`src/gex_pkg.sv`:
```
package gex_pkg;

    // ==========================================================
    // register indices, byte address is index times four
    localparam logic [2:0] REG_IN0   = 3'h0;
    localparam logic [2:0] REG_IN1   = 3'h1;
    localparam logic [2:0] REG_OUT0  = 3'h2;
    localparam logic [2:0] REG_OUT1  = 3'h3;
    localparam logic [2:0] REG_POL0  = 3'h4;
    localparam logic [2:0] REG_POL1  = 3'h5;
    localparam logic [2:0] REG_CFG0  = 3'h6;
    localparam logic [2:0] REG_CFG1  = 3'h7;
    localparam logic [5:0] WIDX_STAT = 6'h08;
    localparam logic [5:0] WIDX_MASK = 6'h09;

    // ==========================================================
    // status bit positions
    localparam int STAT_CHG = 0;
    localparam int STAT_WR  = 1;

    // ==========================================================
    // reset values
    localparam logic [15:0] RST_DRIVE = 16'h0000;
    localparam logic [15:0] RST_OUT   = 16'hFFFF;
    localparam logic [15:0] RST_POL   = 16'h0000;
    localparam logic        ADDR_TOP  = 1'h0;

    // ==========================================================
    // timing
    localparam int CLK_NS    = 8;
    localparam int FILT_NS   = 50;
    localparam int FILT_CYC  = (FILT_NS + CLK_NS - 1) / CLK_NS;
    localparam int FMP_KHZ   = 1000;

    // ==========================================================
    // serial slave states
    typedef enum logic [2:0] {
        GEX_IDLE,
        GEX_ADDR,
        GEX_ACK,
        GEX_RX,
        GEX_TX,
        GEX_MACK
    } gex_i2c_st_t;

endpackage

```
`src/gex_sync.sv`:
```
`timescale 1ns/10ps
module gex_sync #(
    parameter int W = 8
) (
    input  wire logic         i_clk,
    input  wire logic         i_sys_rst,
    input  wire logic [W-1:0] i_async,
    output logic      [W-1:0] o_sync
);
    typedef struct packed {
        logic [W-1:0] s1;
        logic [W-1:0] s2;
    } gex_sync_t;

    gex_sync_t s_q;
    gex_sync_t s_d;

    always_comb begin
        s_d    = s_q;
        s_d.s1 = i_async;
        s_d.s2 = s_q.s1;
    end

    always_ff @(posedge i_clk or posedge i_sys_rst) begin
        if (i_sys_rst) begin
            s_q <= '0;
        end else begin
            s_q <= s_d;
        end
    end

    assign o_sync = s_q.s2;
endmodule // gex_sync

```
`src/gex_glitch_filt.sv`:
```
`timescale 1ns/10ps
module gex_glitch_filt (
    input  wire logic i_clk,
    input  wire logic i_sys_rst,
    input  wire logic i_line,
    output logic      o_line
);
    localparam logic [3:0] CNT_TOP = 4'(gex_pkg::FILT_CYC - 1);

    typedef struct packed {
        logic       s1;
        logic       s2;
        logic       line;
        logic [3:0] cnt;
    } gex_filt_t;

    gex_filt_t s_q;
    gex_filt_t s_d;

    // ==========================================================
    // sync then hold-off filter
    always_comb begin
        s_d    = s_q;
        s_d.s1 = i_line;
        s_d.s2 = s_q.s1;
        if (s_q.s2 == s_q.line) begin
            s_d.cnt = 4'h0;
        end else if (s_q.cnt == CNT_TOP) begin
            s_d.line = s_q.s2;
            s_d.cnt  = 4'h0;
        end else begin
            s_d.cnt = s_q.cnt + 4'h1;
        end
    end

    always_ff @(posedge i_clk or posedge i_sys_rst) begin
        if (i_sys_rst) begin
            s_q <= '{s1: 1'b1, s2: 1'b1, line: 1'b1, cnt: 4'h0};
        end else begin
            s_q <= s_d;
        end
    end

    assign o_line = s_q.line;
endmodule // gex_glitch_filt

```
`src/gex_expander.sv`:
```
// Added by the designer: the placing of the registers and the AHB-Lite interface to the registers.
`timescale 1ns/10ps
// Functional notes
// - sixteen pins in two byte ports, each with direction, input, output, polarity.
// - after reset all sixteen pins are inputs with drivers off.
// - each pin direction set by its own writable direction bit.
// - input register shows pin levels; output pins driven from output register.
// - set polarity bit returns the complement of the pin on input reads.
// - every register reads back over the bus.
// - alert asserts while any input pin differs from its held input value.
// - alert is active low open drain, only ever pulled low.
// - reset loads all registers with defaults and idles the serial machine.
// - three address-select pins set the slave address, 64 values possible.
// - serial clock up to 1 MHz; the master runs at 6.25 MHz, 160 ns per bit.
// - serial clock and data glitches are filtered before protocol logic.
module gex_expander (
    input  wire logic        i_clk,
    input  wire logic        i_sys_rst,
    input  wire logic        i_scl,
    input  wire logic        i_sda,
    output logic             o_sda,
    output logic             o_sda_oe,
    input  wire logic [1:0]  i_addr_select_pin_0,
    input  wire logic [1:0]  i_addr_select_pin_1,
    input  wire logic [1:0]  i_addr_select_pin_2,
    input  wire logic [15:0] i_bank_pin,
    output logic      [15:0] o_bank_pin,
    output logic      [15:0] o_bank_pin_oe,
    output logic             o_change_alert_n,
    output logic             o_change_alert_n_oe,
    input  wire logic        i_hsel,
    input  wire logic [31:0] i_haddr,
    input  wire logic [1:0]  i_htrans,
    input  wire logic        i_hwrite,
    input  wire logic [2:0]  i_hsize,
    input  wire logic [31:0] i_hwdata,
    input  wire logic        i_hready,
    output logic             o_hreadyout,
    output logic [31:0]      o_hrdata,
    output logic             o_hresp,
    output logic             o_irq
);
    typedef struct packed {
        logic [15:0]          drive;
        logic [15:0]          outv;
        logic [15:0]          pol;
        logic [15:0]          held;
        logic                 armed;
        logic [1:0]           stat;
        logic [1:0]           mask;
        logic                 irq;
        logic                 alert;
        logic                 scl_p;
        logic                 sda_p;
        gex_pkg::gex_i2c_st_t st;
        logic [3:0]           cnt;
        logic [7:0]           sh;
        logic                 rw;
        logic                 first;
        logic [2:0]           ptr;
        logic                 sda_oe;
        logic                 a_wr;
        logic [5:0]           a_adr;
        logic [31:0]          rdata;
    } gex_state_t;

    localparam gex_state_t ST_RST = '{
        drive: gex_pkg::RST_DRIVE, outv: gex_pkg::RST_OUT, pol: gex_pkg::RST_POL,
        held: 16'h0000, armed: 1'b0, stat: 2'h0, mask: 2'h0, irq: 1'b0,
        alert: 1'b0, scl_p: 1'b1, sda_p: 1'b1, st: gex_pkg::GEX_IDLE,
        cnt: 4'h0, sh: 8'h00, rw: 1'b0, first: 1'b0, ptr: 3'h0, sda_oe: 1'b0,
        a_wr: 1'b0, a_adr: 6'h00, rdata: 32'h0000_0000};

    gex_state_t  s_q;
    gex_state_t  s_d;
    logic [21:0] pin_sync;
    logic [15:0] live;
    logic [6:0]  my_addr;
    logic        scl_f;
    logic        sda_f;

    // ==========================================================
    // input synchronisers and line filters
    gex_sync #(.W(22)) u_sync (
        .i_clk     (i_clk),
        .i_sys_rst (i_sys_rst),
        .i_async   ({i_addr_select_pin_2, i_addr_select_pin_1,
                     i_addr_select_pin_0, i_bank_pin}),
        .o_sync    (pin_sync)
    );

    gex_glitch_filt u_filt_scl (
        .i_clk     (i_clk),
        .i_sys_rst (i_sys_rst),
        .i_line    (i_scl),
        .o_line    (scl_f)
    );

    gex_glitch_filt u_filt_sda (
        .i_clk     (i_clk),
        .i_sys_rst (i_sys_rst),
        .i_line    (i_sda),
        .o_line    (sda_f)
    );

    assign live    = pin_sync[15:0];
    assign my_addr = {gex_pkg::ADDR_TOP, pin_sync[21:16]};

    // ==========================================================
    // register read and write helpers
    function automatic logic [7:0] rd_reg(input gex_state_t s, input logic [15:0] lv,
                                          input logic [2:0] idx);
        logic [7:0] r;
        r = 8'h00;
        case (idx)
            gex_pkg::REG_IN0:  r = lv[7:0] ^ s.pol[7:0];
            gex_pkg::REG_IN1:  r = lv[15:8] ^ s.pol[15:8];
            gex_pkg::REG_OUT0: r = s.outv[7:0];
            gex_pkg::REG_OUT1: r = s.outv[15:8];
            gex_pkg::REG_POL0: r = s.pol[7:0];
            gex_pkg::REG_POL1: r = s.pol[15:8];
            gex_pkg::REG_CFG0: r = ~s.drive[7:0];
            gex_pkg::REG_CFG1: r = ~s.drive[15:8];
            default:           r = 8'h00;
        endcase
        return r;
    endfunction

    function automatic gex_state_t wr_reg(input gex_state_t s, input logic [2:0] idx,
                                          input logic [7:0] d);
        gex_state_t r;
        r = s;
        case (idx)
            gex_pkg::REG_OUT0: r.outv[7:0]   = d;
            gex_pkg::REG_OUT1: r.outv[15:8]  = d;
            gex_pkg::REG_POL0: r.pol[7:0]    = d;
            gex_pkg::REG_POL1: r.pol[15:8]   = d;
            gex_pkg::REG_CFG0: r.drive[7:0]  = ~d;
            gex_pkg::REG_CFG1: r.drive[15:8] = ~d;
            default:           r = s;
        endcase
        return r;
    endfunction

    // ==========================================================
    // next state
    logic       scl_rise;
    logic       scl_fall;
    logic       start_c;
    logic       stop_c;
    logic       load_tx;
    logic       wr_evt;
    logic       chg;
    logic [1:0] snap;
    logic [1:0] clr;
    logic [7:0] tx_byte;

    always_comb begin
        s_d      = s_q;
        scl_rise = scl_f & ~s_q.scl_p;
        scl_fall = ~scl_f & s_q.scl_p;
        start_c  = scl_f & s_q.scl_p & s_q.sda_p & ~sda_f;
        stop_c   = scl_f & s_q.scl_p & ~s_q.sda_p & sda_f;
        load_tx  = 1'b0;
        wr_evt   = 1'b0;
        snap     = 2'h0;
        clr      = 2'h0;
        tx_byte  = 8'h00;
        s_d.scl_p = scl_f;
        s_d.sda_p = sda_f;
        s_d.a_wr  = 1'b0;

        // serial slave
        if (start_c) begin
            s_d.st     = gex_pkg::GEX_ADDR;
            s_d.cnt    = 4'h0;
            s_d.sda_oe = 1'b0;
        end else if (stop_c) begin
            s_d.st     = gex_pkg::GEX_IDLE;
            s_d.sda_oe = 1'b0;
        end else begin
            case (s_q.st)
                gex_pkg::GEX_ADDR, gex_pkg::GEX_RX: begin
                    if (scl_rise) begin
                        s_d.sh  = {s_q.sh[6:0], sda_f};
                        s_d.cnt = s_q.cnt + 4'h1;
                    end else if (scl_fall && s_q.cnt == 4'h8) begin
                        if (s_q.st == gex_pkg::GEX_ADDR) begin
                            if (s_q.sh[7:1] == my_addr) begin
                                s_d.sda_oe = 1'b1;
                                s_d.rw     = s_q.sh[0];
                                s_d.first  = ~s_q.sh[0];
                                s_d.st     = gex_pkg::GEX_ACK;
                            end else begin
                                s_d.st = gex_pkg::GEX_IDLE;
                            end
                        end else begin
                            if (s_q.first) begin
                                s_d.ptr   = s_q.sh[2:0];
                                s_d.first = 1'b0;
                            end else begin
                                s_d       = wr_reg(s_d, s_q.ptr, s_q.sh);
                                s_d.ptr   = {s_q.ptr[2:1], ~s_q.ptr[0]};
                                wr_evt    = 1'b1;
                            end
                            s_d.sda_oe = 1'b1;
                            s_d.st     = gex_pkg::GEX_ACK;
                        end
                    end
                end
                gex_pkg::GEX_ACK: begin
                    if (scl_fall) begin
                        s_d.cnt = 4'h0;
                        if (s_q.rw) begin
                            load_tx = 1'b1;
                        end else begin
                            s_d.sda_oe = 1'b0;
                            s_d.st     = gex_pkg::GEX_RX;
                        end
                    end
                end
                gex_pkg::GEX_TX: begin
                    if (scl_fall) begin
                        if (s_q.cnt == 4'h8) begin
                            s_d.sda_oe = 1'b0;
                            s_d.st     = gex_pkg::GEX_MACK;
                        end else begin
                            s_d.sh     = {s_q.sh[6:0], 1'b0};
                            s_d.sda_oe = ~s_q.sh[6];
                            s_d.cnt    = s_q.cnt + 4'h1;
                        end
                    end
                end
                gex_pkg::GEX_MACK: begin
                    if (scl_rise && sda_f) begin
                        s_d.st = gex_pkg::GEX_IDLE;
                    end else if (scl_fall) begin
                        load_tx = 1'b1;
                    end
                end
                gex_pkg::GEX_IDLE: begin
                    s_d.sda_oe = 1'b0;
                end
                default: begin
                    s_d.st     = gex_pkg::GEX_IDLE;
                    s_d.sda_oe = 1'b0;
                end
            endcase
        end

        if (load_tx) begin
            tx_byte    = rd_reg(s_q, live, s_q.ptr);
            s_d.sh     = tx_byte;
            s_d.sda_oe = ~tx_byte[7];
            s_d.cnt    = 4'h1;
            s_d.ptr    = {s_q.ptr[2:1], ~s_q.ptr[0]};
            s_d.st     = gex_pkg::GEX_TX;
            snap[0]    = (s_q.ptr == gex_pkg::REG_IN0);
            snap[1]    = (s_q.ptr == gex_pkg::REG_IN1);
        end

        // bus data phase, applied after serial writes so it wins a tie
        if (s_q.a_wr) begin
            if (s_q.a_adr[5:3] == 3'h0) begin
                s_d = wr_reg(s_d, s_q.a_adr[2:0], i_hwdata[7:0]);
            end else if (s_q.a_adr == gex_pkg::WIDX_STAT) begin
                clr = i_hwdata[1:0];
            end else if (s_q.a_adr == gex_pkg::WIDX_MASK) begin
                s_d.mask = i_hwdata[1:0];
            end
        end

        // bus address phase, register read data sampled after any write above; status and mask reads use the old value
        if (i_hsel && i_htrans[1] && i_hready) begin
            s_d.a_wr  = i_hwrite;
            s_d.a_adr = i_haddr[7:2];
            if (!i_hwrite) begin
                if (i_haddr[7:5] == 3'h0) begin
                    s_d.rdata = {24'h000000, rd_reg(s_d, live, i_haddr[4:2])};
                    snap[0]   = snap[0] | (i_haddr[4:2] == gex_pkg::REG_IN0);
                    snap[1]   = snap[1] | (i_haddr[4:2] == gex_pkg::REG_IN1);
                end else if (i_haddr[7:2] == gex_pkg::WIDX_STAT) begin
                    s_d.rdata = {30'h00000000, s_q.stat};
                end else if (i_haddr[7:2] == gex_pkg::WIDX_MASK) begin
                    s_d.rdata = {30'h00000000, s_q.mask};
                end else begin
                    s_d.rdata = 32'h0000_0000;
                end
            end
        end

        // held input value, refreshed by reads and at start-up
        if (!s_q.armed) begin
            s_d.held  = live;
            s_d.armed = 1'b1;
        end
        if (snap[0]) begin
            s_d.held[7:0] = live[7:0];
        end
        if (snap[1]) begin
            s_d.held[15:8] = live[15:8];
        end

        chg        = s_q.armed && (((live ^ s_d.held) & ~s_d.drive) != 16'h0000);
        s_d.alert  = chg;
        s_d.stat   = (s_q.stat & ~clr) | {wr_evt, chg};
        s_d.irq    = (s_d.stat & s_d.mask) != 2'h0;
    end

    always_ff @(posedge i_clk or posedge i_sys_rst) begin
        if (i_sys_rst) begin
            s_q <= ST_RST;
        end else begin
            s_q <= s_d;
        end
    end

    // ==========================================================
    // outputs
    assign o_bank_pin          = s_q.outv;
    assign o_bank_pin_oe       = s_q.drive;
    assign o_change_alert_n    = 1'b0;
    assign o_change_alert_n_oe = s_q.alert;
    assign o_sda               = 1'b0;
    assign o_sda_oe            = s_q.sda_oe;
    assign o_hreadyout         = 1'b1;
    assign o_hrdata            = s_q.rdata;
    assign o_hresp             = 1'b0;
    assign o_irq               = s_q.irq;
endmodule // gex_expander

```
`config.mk`:
```
export PLATFORM = sky130hd
export DESIGN_NAME = gex_expander
export DESIGN_NICKNAME = d
export VERILOG_FILES = /design/src/gex_pkg.sv /design/src/gex_sync.sv /design/src/gex_glitch_filt.sv /design/src/gex_expander.sv
export SDC_FILE = /design/constraint.sdc
export NUM_CORES = 1
export LEC_CHECK = 0
export BUFFER_PORTS_ARGS = -buffer_cell sky130_fd_sc_hd__buf_2
export CORE_ASPECT_RATIO = 1.4
export CORE_UTILIZATION = 40
export CTS_BUF_LIST = sky130_fd_sc_hd__clkbuf_8
export CTS_CLUSTER_SIZE = 24
export DETAILED_ROUTE_END_ITERATION = 12
export GPL_ROUTABILITY_DRIVEN = 0
export HOLD_SLACK_MARGIN = 0.08
export PLACE_DENSITY_LB_ADDON = 0.08
export SYNTH_ARGS = -nofsm -noshare
export SYNTH_HDL_FRONTEND = slang
export SYNTH_SLANG_ARGS = --single-unit
```
`constraint.sdc`:
```
create_clock -name i_clk -period 10.93 [get_ports i_clk]
set_input_delay 1.093 -clock i_clk [delete_from_list [all_inputs] [get_ports i_clk]]
set_output_delay 1.093 -clock i_clk [all_outputs]
set_load 0.01 [all_outputs]
```
==> flow_summary.toml, run 1 <==
[run_status]
outcome = "complete, no violations"

[routing]
dr.max_layer_used = "met4"
num_vias = 7811
ant_nets = 0
met1_length_microns = 12700
drc = 0
met3_length_microns = 1810
wl_per_cell_microns = 23.8
drt-pass1-iter-count = 6
drt-total-wl_microns = 32100
vias_per_cell = 5.79
drtIter0Drc = 613
dr_wl_met2_microns = 15800

[critical_path]
cp-end-kind = "flip-flop"
crit_arrival_ns = 4.20
cp_slowest_stage_delay_ns = 0.76
slowest_stage = "nand4_1"
critPathLaunchType = "flip-flop"
path_max_fanout = 11
critPathTopFamily = "simple AND/OR/NAND/NOR gates"
reg2reg_setup_slack_ns = 7.07
path_cells = "nor4bb_1 > nand4_1 > mux2i_1 > mux2i_1 > o22ai_1 > nor4_1 > a41oi_1"
path_depth = 7
reg2reg_depth = 7
path_buf_inv = 0
crit_type = "flip-flop to flip-flop"
required_ns = 11.27
crit_top_cell = "mux2i_1"

[clock_network]
cts_max_level = 4
cts_resized = 0
post_cts_buffers = 0
cts_tree = "yes"
clk_latency_ns = 0.50
cts_root_buffer = "clkbuf_8"
clk_pin_slew_worst_paths_ns = 0.09
cts_buffers = 17
clockBufferDepth = 2
cts.sinks = 167
ctsHoldBuffers = 0

[final_layout]
nNetsFinal = 1133
final_cell_mix = "143 x dfrtp_1, 93 x nand2_1, 86 x buf_2"
n_antenna_cell = 0
drive_above_1_share = 0.183
mostFrequentLayoutCell = "dfrtp_1"
area.sequential_sq_um = 4210
syn2layout_area_growth_pct = 6.65
multi_input_area_sq_um = 4640
instances_no_fill = 1350
fillers = 2392
fin_util = 0.438

[sta]
min_period_ns = 3.86
min_period_over_period = 0.353
tightest_slew_ns = 1.33
final_max_slew_viol_count = 0
setup_slack_ns = 7.07
rsz0062_at_grt = "no"
max_freq_ghz = 0.259
maxSlewHeadroom = 0.103
clock-skew-final_ns = 0.0176
hold_viol = 0
tns_ns = 0
setup_viol = 0

[yosys]
yosys.area_share.xor_xnor = 0.0418
ys.flop_type = "dfrtp_1"
synth_cell_types = 79
synth_compound_area_frac = 0.164
synth_area_sq_um = 9640
ys_ff_latch = 167
synth_adder_area_share = 0.00519
synth-edff-count = 0
syn_avg_cell_area_sq_um = 9.45
synth_top_family_by_area = "compound AO/OA/AOI/OAI gates"
synthMuxAreaShare = 0.0980
ys_seq_area_frac = 0.437
yosysWarnings = 0
netlist_instances = 1020
async_flop_share = 1.00
synth-simple-area-share = 0.160

[floorplan]
core_area_sq_um = 23500
start_util = 0.411
die_h_microns = 186
rows = 66
ioPinCount = 169
dieArea_sq_um = 24700
die_w_microns = 133

[global_routing]
gr-total-overflow = 0
grtUsageTotal = 0.271
grt_pass1_vias = 7653
grt_start_max_net_pins = 60
grt_pass1_wl_microns = 48400
antenna_found_initial = 0

[power_and_ir_drop]
p_per_area_nw_per_um2 = 143
leakage_uw = 0.00449
peakVddDrop_uv = 82.8

[hold_path]
hold_class = "flip-flop to flip-flop"
whs_path_depth = 0

[place]
place_hpwl_microns = 23300
placed_cells = 1318
dp_slack_ns = 6.89
portBuffers = 86

[flow_run]
maxCapViolCount = 0
## cell type report
type,instances,area share
Multi-Input combinational cell,713,0.451
Sequential cell,167,0.410
Timing Repair Buffer,95,0.0485
Tap cell,306,0.0373
Clock buffer,20,0.0268
Inverter,37,0.0140
Clock inverter,12,0.0125
## worst reg2reg max path, cell delays in order (launching register included)
cell	delay, ns
dfstp_2	0.66
nor4bb_1	0.52
nand4_1	0.76
mux2i_1	0.30
mux2i_1	0.35
o22ai_1	0.25
nor4_1	0.68
a41oi_1	0.20
## stage by stage
stage / hold slack (ns) / instance area [sq um] / total power (uW)
after floorplan: 0.331 / 9740 / 947
after global placement: 0.332 / 9870 / 1010
after detailed placement: 0.335 / 9870 / 1020
after CTS: 0.348 / 10300 / 1480
after global routing: 0.357 / 10300 / 1540
final: 0.343 / 10300 / 1470
## worst paths after layout
kind	start	end
setup / recovery	s_q[61]	o_irq
max in group asynchronous	i_sys_rst	o_bank_pin_oe[8]
hold / removal	u_sync.s_d[19]	u_sync.o_sync[19]
min in group asynchronous	i_sys_rst	u_sync.s_d[3]
setup reg to reg	s_q[61]	o_irq
hold reg to reg	u_sync.s_d[19]	u_sync.o_sync[19]
## routing by layer
layer | vias to the layer above | GRT usage
li1 | 3575 | -
met1 | 3850 | 0.326
met2 | 301 | 0.454
met3 | 85 | 0.0460
met4 | 0 | 0.167
met5 | - | 0
## state kept, by name, summed over array words and instances (netlist names)
| signal | count |
|---|---|
| s_q | 66 |
| u_sync.o_sync | 22 |
| u_sync.s_d | 22 |
| o_bank_pin | 16 |
| o_bank_pin_oe | 16 |
| o_hrdata | 8 |
| u_filt_scl.s_q | 5 |
| u_filt_sda.s_q | 5 |
| o_change_alert_n_oe | 1 |
| o_irq | 1 |
| o_sda_oe | 1 |
| u_filt_scl.o_line | 1 |
| u_filt_scl.s_d | 1 |
| u_filt_sda.o_line | 1 |
| u_filt_sda.s_d | 1 |
## cell families (layout without fill, tap and decap cells)
| kind of cell | Yosys count | after routing |
|---|---|---|
| XOR/XNOR | 46 | 46 |
| flip-flops | 167 | 167 |
| adder cells (fa/ha/maj) | 4 | 4 |
| other | 2 | 29 |
| AND/OR/NAND/NOR | 305 | 305 |
| AO/OA/AOI/OAI | 241 | 241 |
| buffers and inverters | 167 | 164 |
| multiplexers | 88 | 88 |
## cell usage after synthesis, drive strengths merged, types with 5 or more instances
| library cell | n | area (sq um) |
|---|---|---|
| nand4 | 10 | 62.6 |
| dfrtp | 143 | 3580 |
| inv | 35 | 131 |
| xor2 | 33 | 289 |
| nor4 | 8 | 71.3 |
| a31oi | 15 | 93.8 |
| buf | 77 | 557 |
| nor3 | 13 | 70.1 |
| a221oi | 9 | 78.8 |
| nor2b | 7 | 43.8 |
| nand3 | 30 | 150 |
| mux2i | 55 | 551 |
| nor2 | 79 | 297 |
| nand2 | 93 | 349 |
| dfstp | 24 | 631 |
| o31ai | 5 | 37.5 |
| o211ai | 13 | 97.6 |
| o221ai | 6 | 52.6 |
| o21a | 8 | 60.1 |
| and3 | 5 | 31.3 |
| o21ai | 46 | 230 |
| nand3b | 9 | 67.6 |
| a21oi | 64 | 320 |
| or3 | 6 | 37.5 |
| a211oi | 10 | 75.1 |
| nand2b | 7 | 43.8 |
| mux2 | 31 | 349 |
| or4 | 5 | 41.3 |
| clkbuf | 53 | 200 |
| nor3b | 7 | 52.6 |
| a22oi | 9 | 67.6 |
| xnor2 | 13 | 114 |
| o22ai | 15 | 93.8 |
## power breakdown
part | internal, uW | leakage, uW | switching, uW
combinational | 103 | 0.00232 | 149
clock | 220 | 0.000205 | 242
sequential | 686 | 0.00196 | 70.0
(Power assumes the default switching activity.)
==> run 2: changes to the inputs <==
--- a/config.mk
+++ b/config.mk
@@ -5,6 +5,7 @@
 export SDC_FILE = /design/constraint.sdc
 export NUM_CORES = 1
 export LEC_CHECK = 0
+export ABC_AREA = 1
 export BUFFER_PORTS_ARGS = -buffer_cell sky130_fd_sc_hd__buf_2
 export CORE_ASPECT_RATIO = 1.4
 export CORE_UTILIZATION = 40
==> constraint.sdc (replaced) <==
create_clock -name i_clk -period 3.2 [get_ports i_clk]
set_input_delay 0.32 -clock i_clk [delete_from_list [all_inputs] [get_ports i_clk]]
set_output_delay 0.32 -clock i_clk [all_outputs]
set_load 0.01 [all_outputs]
==> flow_summary.toml, run 2 <==
[run_status]
outcome = "complete, no violations"

[clock_network]
cts.sinks = 167
cts_tree = "yes"
cts_max_level = 4
clk_latency_ns = 0.50
clockBufferDepth = 2
cts_root_buffer = "clkbuf_8"
cts_buffers = 17
post_cts_buffers = 0
ctsHoldBuffers = 29
cts_resized = 0
clk_pin_slew_worst_paths_ns = 0.09

[final_layout]
multi_input_area_sq_um = 4420
n_antenna_cell = 0
mostFrequentLayoutCell = "nand2_1"
syn2layout_area_growth_pct = 13.2
largest_reg_flops = 66
drive_above_1_share = 0.158
nNetsFinal = 1477
fillers = 2517
final_cell_mix = "327 x nand2_1, 153 x inv_1, 151 x nand3_1"
largest-register = "s_q"
area.sequential_sq_um = 4210

[yosys]
ys_seq_area_frac = 0.431
synth_cell_types = 59
synth_top_cell_area_share = 0.367
synth-edff-count = 0
yosysWarnings = 0
synth_most_common_cell = "nand2_1"
ys_top_cells_by_count = "327 x nand2_1, 153 x inv_1, 151 x nand3_1, 143 x dfrtp_1, 86 x nor2_1"
ys_ff_latch = 167
netlist_instances = 1278
yosysTopAreaCell = "dfrtp_1"
ys_top_cells_by_area = "dfrtp_1 37%, nand2_1 13%, nand3_1 7.7%, dfstp_2 6.5%, inv_1 5.9%"
ys.flop_type = "dfrtp_1"
async_flop_share = 1.00
syn_avg_cell_area_sq_um = 7.63
synth_area_sq_um = 9760

[power_and_ir_drop]
power_uw = 5540
p_int_uw = 3740
p_per_area_nw_per_um2 = 501
pwr-share-clk = 0.322
power_frac_seq = 0.471
leakage_uw = 0.00541
peakVddDrop_uv = 304
power_switching_uw = 1800
switching_share = 0.324
pwr-share-comb = 0.207

[sta]
rsz0062_at_grt = "no"
setup_viol = 0
min_period_ns = 2.91
tightest_slew_ns = 0.744
maxSlewHeadroom = 0.499
max_freq_ghz = 0.343
clock-skew-final_ns = 0.0194
hold_viol = 0
min_period_over_period = 0.911
tns_ns = 0
setup_slack_ns = 0.286
final_max_slew_viol_count = 0

[critical_path]
crit_top_cell = "nand2_1"
path_max_fanout = 22
required_ns = 3.58
startpoint = "s_q[53]"
crit_path_end = "o_hrdata[7]"
rr_startpoint = "s_q[53]"
r2r_end = "o_hrdata[7]"
crit_arrival_ns = 3.30
crit_type = "flip-flop to flip-flop"
reg2reg_depth = 15
path_cells = "inv_1 > ha_1 > nand3_1 > nor2_4 > buf_4 > nand3_1 > nand2_1 > o21ai_1 > o21a_1 > nand2_1 > nand2_1 > nor2_1 > nand3_1 > nand2_1 > nand2_1"
cp-end-kind = "flip-flop"
cp_slowest_stage_delay_ns = 0.42
critPathLaunchType = "flip-flop"
reg2reg_setup_slack_ns = 0.29
slowest_stage = "dfrtp_1"

[floorplan]
dieArea_sq_um = 25000
die_h_microns = 187
rows = 67
core_area_sq_um = 24000
ioPinCount = 169
die_w_microns = 134
start_util = 0.407

[routing]
wl_per_cell_microns = 19.3
vias_per_cell = 5.20
drt-pass1-iter-count = 5
num_vias = 8827
drc = 0
ant_nets = 0
drt-total-wl_microns = 32700
drtIter0Drc = 751

[global_routing]
grt_pass1_vias = 8345
antenna_found_initial = 0
grt_pass1_wl_microns = 49700
grt_start_max_net_pins = 55
grtUsageTotal = 0.271
gr-total-overflow = 0

[hold_path]
hold_class = "input port to flip-flop"

[place]
dp_slack_ns = 0.352
portBuffers = 86
place_hpwl_microns = 25700

[flow_run]
maxCapViolCount = 0
## run 2: cell count changes in the layout (fill, tap and decap cells not counted), sizes merged, moves of 9 or more
cell	previous run	this run
mux2i	55	0
xnor2	13	4
dlygate4sd3	0	29
a21oi	64	37
a22oi	9	0
o21ai	46	90
a31oi	15	3
xor2	33	13
mux2	31	1
buf	95	114
nand3	30	156
nor2	79	101
nand2	93	337
inv	39	158
## run 2: layer usage
metal	track usage	routed length, microns	vias up
li1	-	-	4270
met3	0.0326	1840	87
met4	0.218	2620	0
met1	0.332	13100	4106
met5	0	0	-
met2	0.426	15100	364
## run 2: worst min-delay path by stage
stage / cells past startpoint / to / start
floorplan: 0 / u_filt_scl.s_d[5] / i_scl
detailed placement: 0 / u_sync.o_sync[16] / u_sync.s_d[16]
CTS: 3 / s_q[37] / i_haddr[7]
global route: 3 / o_bank_pin[4] / i_hwdata[4]
global placement: 0 / u_sync.o_sync[12] / u_sync.s_d[12]
finish: 3 / s_q[37] / i_haddr[7]
## run 2: area by class of cell
cell class / count / area share
Clock buffer: 21 / 0.0262
Clock inverter: 11 / 0.0155
Inverter: 160 / 0.0547
Multi-Input combinational cell: 886 / 0.400
Sequential cell: 167 / 0.381
Tap cell: 310 / 0.0351
Timing Repair Buffer: 143 / 0.0877
## run 2: through the flow
stage                     hold WS [ns]  instance area, sq um  std cells   util
after CTS                       0.0827                 11000       1698  0.461
after global routing             0.125                 11000       1698  0.461
final                            0.100                 11000       1698  0.461
after floorplan                  0.324                  9860       1305      -
after global placement           0.333                 10300       1637  0.429
after detailed placement         0.335                 10300       1637  0.429
## run 2: logic make-up (layout without fill, tap and decap cells)
| family | after synthesis | in the layout | synth area share |
|---|---|---|---|
| simple gates | 639 | 639 | 0.295 |
| buf+inv | 252 | 335 | 0.126 |
| compound gates | 196 | 196 | 0.124 |
| flops | 167 | 167 | 0.431 |
| xor+xnor | 17 | 17 | 0.0153 |
| fa+ha+maj | 4 | 4 | 0.00513 |
| other cells | 2 | 29 | 0.000770 |
| mux | 1 | 1 | 0.00115 |
## run 2: power by group through the flow
stage               Clock, uW  Combinational (uW)  Sequential, uW
global placement            0                1100            2640
global route             1900                1280            2640
CTS                      1820                1140            2610
finish                   1780                1150            2610
detailed placement          0                1110            2650
floorplan                   0                 863            2580
## run 2: worst max-delay path, delay by kind of cell, from the launching register on
family	cells	cell delay, ns
compound gates	2	0.27
flops	1	0.42
fa+ha+maj	1	0.14
buf+inv	2	0.40
simple gates	10	1.57
